$ cat config.mk
export PLATFORM = sky130hd
export DESIGN_NAME = pmr_result_regs
export DESIGN_NICKNAME = d
export VERILOG_FILES = /design/src/pmr_pkg.sv /design/src/pmr_result_regs.sv
export VERILOG_INCLUDE_DIRS = /design/src
export SDC_FILE = /design/constraint.sdc
export NUM_CORES = 2
export LEC_CHECK = 0
export ABC_AREA = 1
export BUFFER_PORTS_ARGS = -buffer_cell sky130_fd_sc_hd__buf_2
export CORE_ASPECT_RATIO = 0.7
export CORE_MARGIN = 4
export CORE_UTILIZATION = 65
export CTS_CLUSTER_DIAMETER = 150
export DETAILED_ROUTE_END_ITERATION = 12
export HOLD_SLACK_MARGIN = 0.12
export PLACE_DENSITY = 0.84
export SLEW_MARGIN = 20
export SYNTH_ARGS = -nofsm -noshare
export SYNTH_HDL_FRONTEND = slang
export SYNTH_SLANG_ARGS = --single-unit
$ cat constraint.sdc
create_clock -name sys_clk -period 44.3 [get_ports sys_clk]
set_input_delay 4.43 -clock sys_clk [delete_from_list [all_inputs] [get_ports sys_clk]]
set_output_delay 4.43 -clock sys_clk [all_outputs]
set_load 0.01 [all_outputs]
$ cat src/pmr_defines.svh
// constants for the power monitor result register bank
// assumes a byte-wide register pointer driven by the serial port logic
`ifndef PMR_DEFINES_SVH
`define PMR_DEFINES_SVH

// register pointer values
`define PMR_ADDR_BUS_VOLTAGE 8'h02
`define PMR_ADDR_POWER       8'h03
`define PMR_ADDR_CURRENT     8'h04
`define PMR_ADDR_CALIBRATION 8'h05

// reset value of every register in the bank
`define PMR_RESET_WORD 16'h0000

// magnitude field of bus and calibration words
`define PMR_MAG_MSB 14

// shunt drop weight, in nanovolts per count, full scale code
`define PMR_SHUNT_LSB_NV 2500
`define PMR_SHUNT_FULL   16'h7fff

// current = (shunt drop * calibration) >>> this shift
`define PMR_CUR_SHIFT 11

// power step is 25 current steps; bus step is 1.25 mV, so divide by 20000
`define PMR_PWR_STEP_RATIO 25
`define PMR_PWR_DIV        32'd20000

// saturation limits
`define PMR_SMAX 16'h7fff
`define PMR_SMIN 16'h8000
`define PMR_UMAX 16'hffff

`endif

$ cat src/pmr_pkg.sv
// types shared by the power monitor result register bank
// assumes nothing beyond a SystemVerilog compiler
`default_nettype none

package pmr_pkg;

  // result update sequencer states
  typedef enum logic [1:0]
  {
    PMR_IDLE = 2'b00,
    PMR_CUR  = 2'b01,
    PMR_PWR  = 2'b10
  } pmr_state_e;

  typedef logic [15:0] pmr_word_t;

endpackage

`default_nettype wire

$ cat src/pmr_result_regs.sv
// result and calibration register bank of a current and power monitor
// assumes the converter gives finished (averaged) readings with a one-cycle
// meas_valid pulse, and the serial port gives a register pointer and strobes
//
// How it works
// RULE1: bus register takes each newer bus reading that arrives while the sequencer is in PMR_IDLE
// RULE2: only finished averaged readings are stored
// RULE3: bus result top bit always reads zero
// RULE4: power step equals 25 current steps
// RULE5: power is current times bus voltage
// RULE6: power is unsigned sixteen bits, never negative
// RULE7: current is shunt drop times calibration
// RULE8: current result is signed, top bit sign
// RULE9: calibration write sets current and power step
// RULE10: calibration keeps only fifteen bits, top zero
// RULE11: shunt drop taken as two's complement
// RULE12: shunt drop counts 2.5 uV, full 7fff
// RULE13: results update together after conversion completes
// RULE14: all four registers reset to zero
`include "pmr_defines.svh"
`default_nettype none

module pmr_result_regs
(
  input  wire logic        sys_clk,
  input  wire logic        sys_rst,
  input  wire logic        meas_valid,
  input  wire logic [15:0] shunt_drop_reading,
  input  wire logic [15:0] bus_voltage_reading,
  input  wire logic [7:0]  reg_addr,
  input  wire logic        reg_wr,
  input  wire logic [15:0] reg_wdata,
  input  wire logic        reg_rd,
  output logic      [15:0] reg_rdata,
  output logic             results_updated
);

  // ----------------------------------------------------------------
  // address decode
  // ----------------------------------------------------------------

  // true when the pointer names a register of this bank
  function automatic logic pmr_hit(input logic [7:0] addr);
    pmr_hit = (addr == `PMR_ADDR_BUS_VOLTAGE) || (addr == `PMR_ADDR_POWER) ||
              (addr == `PMR_ADDR_CURRENT) || (addr == `PMR_ADDR_CALIBRATION);
  endfunction

  // ----------------------------------------------------------------
  // state
  // ----------------------------------------------------------------
  pmr_pkg::pmr_state_e state_reg;
  pmr_pkg::pmr_state_e state_next;
  pmr_pkg::pmr_word_t  bus_reg;
  pmr_pkg::pmr_word_t  bus_next;
  pmr_pkg::pmr_word_t  pwr_reg;
  pmr_pkg::pmr_word_t  pwr_next;
  pmr_pkg::pmr_word_t  cur_reg;
  pmr_pkg::pmr_word_t  cur_next;
  pmr_pkg::pmr_word_t  cal_reg;
  pmr_pkg::pmr_word_t  cal_next;
  pmr_pkg::pmr_word_t  shunt_hold_reg;
  pmr_pkg::pmr_word_t  shunt_hold_next;
  pmr_pkg::pmr_word_t  bus_hold_reg;
  pmr_pkg::pmr_word_t  bus_hold_next;
  pmr_pkg::pmr_word_t  cur_calc_reg;
  pmr_pkg::pmr_word_t  cur_calc_next;
  pmr_pkg::pmr_word_t  rdata_next;
  logic                upd_next;

  // ----------------------------------------------------------------
  // arithmetic
  // ----------------------------------------------------------------
  logic signed [31:0] cur_prod;
  logic signed [31:0] cur_scaled;
  logic        [15:0] cur_mag;
  logic        [31:0] pwr_prod;
  logic        [31:0] pwr_scaled;

  // RULE7 shunt times calibration
  // RULE11 two's complement drop
  assign cur_prod   = $signed(shunt_hold_reg) * $signed({17'h00000, cal_reg[14:0]});
  assign cur_scaled = cur_prod >>> `PMR_CUR_SHIFT;

  // RULE6 power magnitude only
  assign cur_mag    = cur_calc_reg[15] ? 16'(-cur_calc_reg) : cur_calc_reg;

  // RULE5 current times bus
  // RULE4 twenty-five current steps
  assign pwr_prod   = {16'h0000, cur_mag} * {17'h00000, bus_hold_reg[14:0]};
  assign pwr_scaled = pwr_prod / `PMR_PWR_DIV;

  // ----------------------------------------------------------------
  // next-state logic
  // ----------------------------------------------------------------
  always_comb
  begin
    state_next      = state_reg;
    bus_next        = bus_reg;
    pwr_next        = pwr_reg;
    cur_next        = cur_reg;
    cal_next        = cal_reg;
    shunt_hold_next = shunt_hold_reg;
    bus_hold_next   = bus_hold_reg;
    cur_calc_next   = cur_calc_reg;
    upd_next        = 1'b0;
    rdata_next      = reg_rdata;

    // RULE9 calibration write
    // RULE10 top bit dropped
    if (reg_wr && (reg_addr == `PMR_ADDR_CALIBRATION))
    begin
      cal_next = {1'b0, reg_wdata[`PMR_MAG_MSB:0]};
    end

    // RULE13 staged, consistent update
    case (state_reg)
      pmr_pkg::PMR_IDLE:
      begin
        // RULE2 finished readings only
        if (meas_valid)
        begin
          // RULE12 raw 2.5 uV counts
          shunt_hold_next = shunt_drop_reading;
          bus_hold_next   = {1'b0, bus_voltage_reading[`PMR_MAG_MSB:0]};
          state_next      = pmr_pkg::PMR_CUR;
        end
      end
      pmr_pkg::PMR_CUR:
      begin
        // RULE8 signed, saturated current
        if (cur_scaled > $signed({16'h0000, `PMR_SMAX}))
          cur_calc_next = `PMR_SMAX;
        else if (cur_scaled < $signed({16'hffff, `PMR_SMIN}))
          cur_calc_next = `PMR_SMIN;
        else
          cur_calc_next = cur_scaled[15:0];
        state_next = pmr_pkg::PMR_PWR;
      end
      pmr_pkg::PMR_PWR:
      begin
        // RULE1 newer bus reading
        // RULE3 top bit zero
        bus_next   = bus_hold_reg;
        cur_next   = cur_calc_reg;
        pwr_next   = (pwr_scaled > {16'h0000, `PMR_UMAX}) ? `PMR_UMAX : pwr_scaled[15:0];
        upd_next   = 1'b1;
        state_next = pmr_pkg::PMR_IDLE;
      end
      default:
      begin
        state_next = pmr_pkg::PMR_IDLE;
      end
    endcase

    // read data; unmapped pointers return zero
    if (reg_rd)
    begin
      if (!pmr_hit(reg_addr))
        rdata_next = `PMR_RESET_WORD;
      else if (reg_addr == `PMR_ADDR_BUS_VOLTAGE)
        rdata_next = bus_reg;
      else if (reg_addr == `PMR_ADDR_POWER)
        rdata_next = pwr_reg;
      else if (reg_addr == `PMR_ADDR_CURRENT)
        rdata_next = cur_reg;
      else
        rdata_next = cal_reg;
    end
  end

  // ----------------------------------------------------------------
  // registers
  // ----------------------------------------------------------------

  // RULE14 zero on reset
  always_ff @(posedge sys_clk)
  begin
    if (sys_rst)
    begin
      state_reg       <= pmr_pkg::PMR_IDLE;
      bus_reg         <= `PMR_RESET_WORD;
      pwr_reg         <= `PMR_RESET_WORD;
      cur_reg         <= `PMR_RESET_WORD;
      cal_reg         <= `PMR_RESET_WORD;
      shunt_hold_reg  <= `PMR_RESET_WORD;
      bus_hold_reg    <= `PMR_RESET_WORD;
      cur_calc_reg    <= `PMR_RESET_WORD;
      reg_rdata       <= `PMR_RESET_WORD;
      results_updated <= 1'b0;
    end
    else
    begin
      state_reg       <= state_next;
      bus_reg         <= bus_next;
      pwr_reg         <= pwr_next;
      cur_reg         <= cur_next;
      cal_reg         <= cal_next;
      shunt_hold_reg  <= shunt_hold_next;
      bus_hold_reg    <= bus_hold_next;
      cur_calc_reg    <= cur_calc_next;
      reg_rdata       <= rdata_next;
      results_updated <= upd_next;
    end
  end

  // ----------------------------------------------------------------
  // checks
  // ----------------------------------------------------------------
  chk_bus_top_zero: assert property ( // RULE3
    @(posedge sys_clk) disable iff (sys_rst) !bus_reg[15])
    else $error("bus result top bit set");

  chk_cal_top_zero: assert property ( // RULE10
    @(posedge sys_clk) disable iff (sys_rst) !cal_reg[15])
    else $error("calibration top bit set");

  chk_cal_write: assert property ( // RULE9
    @(posedge sys_clk) disable iff (sys_rst)
    reg_wr && reg_addr == `PMR_ADDR_CALIBRATION |=> cal_reg == {1'b0, $past(reg_wdata[14:0])})
    else $error("calibration write not stored");

  chk_update_timing: assert property ( // RULE13
    @(posedge sys_clk) disable iff (sys_rst)
    state_reg == pmr_pkg::PMR_IDLE && meas_valid |-> ##3 results_updated)
    else $error("results not updated three cycles after reading");

  chk_bus_follows: assert property ( // RULE1
    @(posedge sys_clk) disable iff (sys_rst)
    state_reg == pmr_pkg::PMR_IDLE && meas_valid
    |-> ##3 bus_reg == {1'b0, $past(bus_voltage_reading[14:0], 3)})
    else $error("bus result not taken from reading");

  chk_stable_between: assert property ( // RULE2
    @(posedge sys_clk) disable iff (sys_rst)
    !$past(upd_next) && !$past(sys_rst) |-> $stable(cur_reg) && $stable(pwr_reg))
    else $error("results changed outside an update");

  chk_power_zero: assert property ( // RULE5
    @(posedge sys_clk) disable iff (sys_rst)
    results_updated && (cur_reg == 16'h0000 || bus_reg == 16'h0000) |-> pwr_reg == 16'h0000)
    else $error("power nonzero with zero factor");

  chk_zero_cal: assert property ( // RULE7
    @(posedge sys_clk) disable iff (sys_rst)
    results_updated && cal_reg == 16'h0000 && $past(cal_reg, 2) == 16'h0000
    |-> cur_reg == 16'h0000)
    else $error("current nonzero with zero calibration");

  chk_sign_follow: assert property ( // RULE8
    @(posedge sys_clk) disable iff (sys_rst)
    results_updated && cur_reg[15] |-> $past(shunt_hold_reg[15], 2))
    else $error("current negative from positive drop");

  chk_unmapped_read: assert property ( // unmapped pointers read zero
    @(posedge sys_clk) disable iff (sys_rst)
    reg_rd && !pmr_hit(reg_addr) |=> reg_rdata == 16'h0000)
    else $error("unmapped read not zero");

  chk_reset_clear: assert property ( // RULE14
    @(posedge sys_clk) $past(sys_rst) && !sys_rst
    |-> bus_reg == 16'h0000 && pwr_reg == 16'h0000 &&
        cur_reg == 16'h0000 && cal_reg == 16'h0000)
    else $error("registers not cleared by reset");

endmodule

`default_nettype wire

==> impl_metrics.yaml <==
run_status:
  outcome: "finished clean"
placed_design:
  numPortBuffers: 75
  hpwl_um: 61400
  gp_congestion: 1.02
worst_setup_path:
  crit_fanout: 16
  setup.worst_path.class: "reg2reg"
  critPathTopFamily: "simple AND/OR/NAND/NOR gates"
  crit_path_frequent_cell: "nand2_1"
  worst-path-buf-inv: 13
  worstPathArrival_ns: 22.48
  cp-start-kind: "flip-flop"
  slowest_delay_ns: 0.60
  setup.worst_path.end_class: "flip-flop"
  critical_path.slowest_cell: "fa_1"
  crit_required_ns: 44.67
synth:
  yosysSeqAreaShare: 0.0870
  synth_edf_count: 0
  synthXorXnorAreaFrac: 0.0282
  synth.area.top_cells: "fa_1, nand2_1, inv_1"
  yosys.area.top_type: "fa_1"
  synthMuxAreaShare: 0.000382
  synth_simple_gate_area_frac: 0.294
  yosys_warnings: 0
  synth-compound-area-share: 0.0791
  syn_avg_cell_area_um2: 7.17
  async_reset_ff_frac: 0
  netlist_area_mm2: 0.0295
  synth_top_flop_cell: "dfxtp_1"
  synth_fa_ha_area_frac: 0.363
  synth.distinct_cells: 64
  synth_top_family_by_area: "adder cells"
  synthCells: 4110
  netlist.area_leader.share: 0.289
  ys_seq_elements: 128
  syn-num-nets: 4771
timing:
  drv_slew: 0
  tightest_slew_ns: 1.08
  rsz0062_at_grt: "no"
  post-route-min-period_ns: 22.12
  clock_skew_ns: 0.0143
  setup_viol: 0
  relSlewSlack: 0.276
  fin_setup_tns_ns: 0
  clock.fmax_mhz: 45.2
  finalCritPeriodShare: 0.499
  finalHoldViolations: 0
routing:
  ant_nets: 0
  detail_route.iter0.violations: 2664
  dr_total_vias: 25700
  wire_per_inst_um: 16.1
  drt_drc_violations_left: 0
  viasPerCell: 5.48
  wirelength_um: 75500
  drt_first_pass_iters: 6
global_route:
  grt_pass1_wl_um: 125000
  antenna_found_initial: 0
  grt_overflow: 0
  grt_pass1_vias: 24400
  grt_use_total: 0.313
  grt_max_degree: 79
die:
  die_area_mm2: 0.0488
  start_util: 0.666
  fp.dieH_um: 186
  core_mm2: 0.0442
  num_rows: 64
  fp.dieW_um: 262
  pin_count: 78
clock_tree:
  h-tree-depth: 4
  cts_tree: "done"
  clock-root-buffer: "clkbuf_16"
  clock_latency_ns: 0.44
  clock-sinks: 128
  cts_resized: 0
  ctsLongestPathBuffers: 2
  numCtsBuffers: 17
  post-cts-setup-buffers: 0
  clk_pin_slew_ns: 0.06
  ctsHoldBuffers: 0
flow_run:
  maxCapViolCount: 0
cells_and_area:
  layout_commonest_cell: "nand2_1"
  fillers: 3753
  area_delta_synth_final_pct: 4.19
  diodes: 0
  final_cell_mix: "nand2_1, inv_1, fa_1, nor2_1, nand3_1"
  drive_gt1_frac: 0.126
  finalNetCount: 4740
min_path:
  hp-class: "reg2reg"
-- synthesized netlist by cell type (all sizes together) (2+ instances only) --
cell,number
a211oi,15
a21boi,2
a21o,3
a21oi,149
a221oi,16
a31o,3
and2,2
buf,15
clkbuf,124
clkinv,25
dfxtp,128
fa,425
ha,175
inv,945
nand2,1148
nand3,212
nand3b,9
nand4,43
nor2,355
nor3,18
nor4,7
o2111ai,9
o211ai,16
o21a,3
o21ai,120
o21bai,12
o221ai,14
o31ai,2
o41ai,2
or2,12
xnor2,40
xor2,55
-- kinds of logic after synthesis --
family	after synthesis
buffers and inverters	1110
and+or+nand+nor	1807
adders and majority gates	600
DFF	128
xor gates and xnor gates	95
muxes	1
AOI/OAI and AO/OA	369
-- worst paths after layout --
kind              startpoint            end  slack, ns  depth (start not counted)
max          cur_calc_reg[0]     pwr_reg[0]      22.18                        132
min            reg_rdata[15]  reg_rdata[15]       0.50                          2
max reg2reg  cur_calc_reg[0]     pwr_reg[0]      22.18                        132
min reg2reg    reg_rdata[15]  reg_rdata[15]       0.50                          2
-- tightest hold or removal path, cell delays in order (launching register included) --
cell     delay, ns
dfxtp_1       0.33
nand2_1       0.07
a21oi_1       0.05
-- layout make-up --
type | count | area [um^2] | area share
timing repair buffer | 89 | 480 | 0.0157
clock inverter | 9 | 154 | 0.00502
multi-input combinational | 2872 | 22600 | 0.735
tap | 594 | 743 | 0.0242
inverter | 971 | 3690 | 0.120
sequential | 128 | 2560 | 0.0835
clock buffer | 23 | 488 | 0.0159
-- stage by stage --
step / hold slack, ns / cells / util / setup slack [ns] / instance area [um^2]
finish: 0.503 / 4686 / 0.694 / 22.18 / 30700
CTS: 0.509 / 4686 / 0.694 / 22.69 / 30700
detailed placement: 0.500 / 4654 / 0.680 / 22.81 / 30000
floorplan: 0.454 / 4110 / - / 26.61 / 29500
global route: 0.527 / 4686 / 0.694 / 20.29 / 30700
global placement: 0.493 / 4654 / 0.680 / 23.16 / 30000
-- layer usage --
layer | GRT usage | vias to the layer above | wire [um]
li1 | - | 12300 | -
met1 | 0.466 | 12100 | 33900
met2 | 0.463 | 1191 | 30800
met3 | 0.0710 | 181 | 8480
met4 | 0.0896 | 0 | 2380
met5 | 0 | - | 0
Power is left out: the tool's default activity adds up to more than one toggle a clock period on the data nets, which glitch-free logic cannot reach.
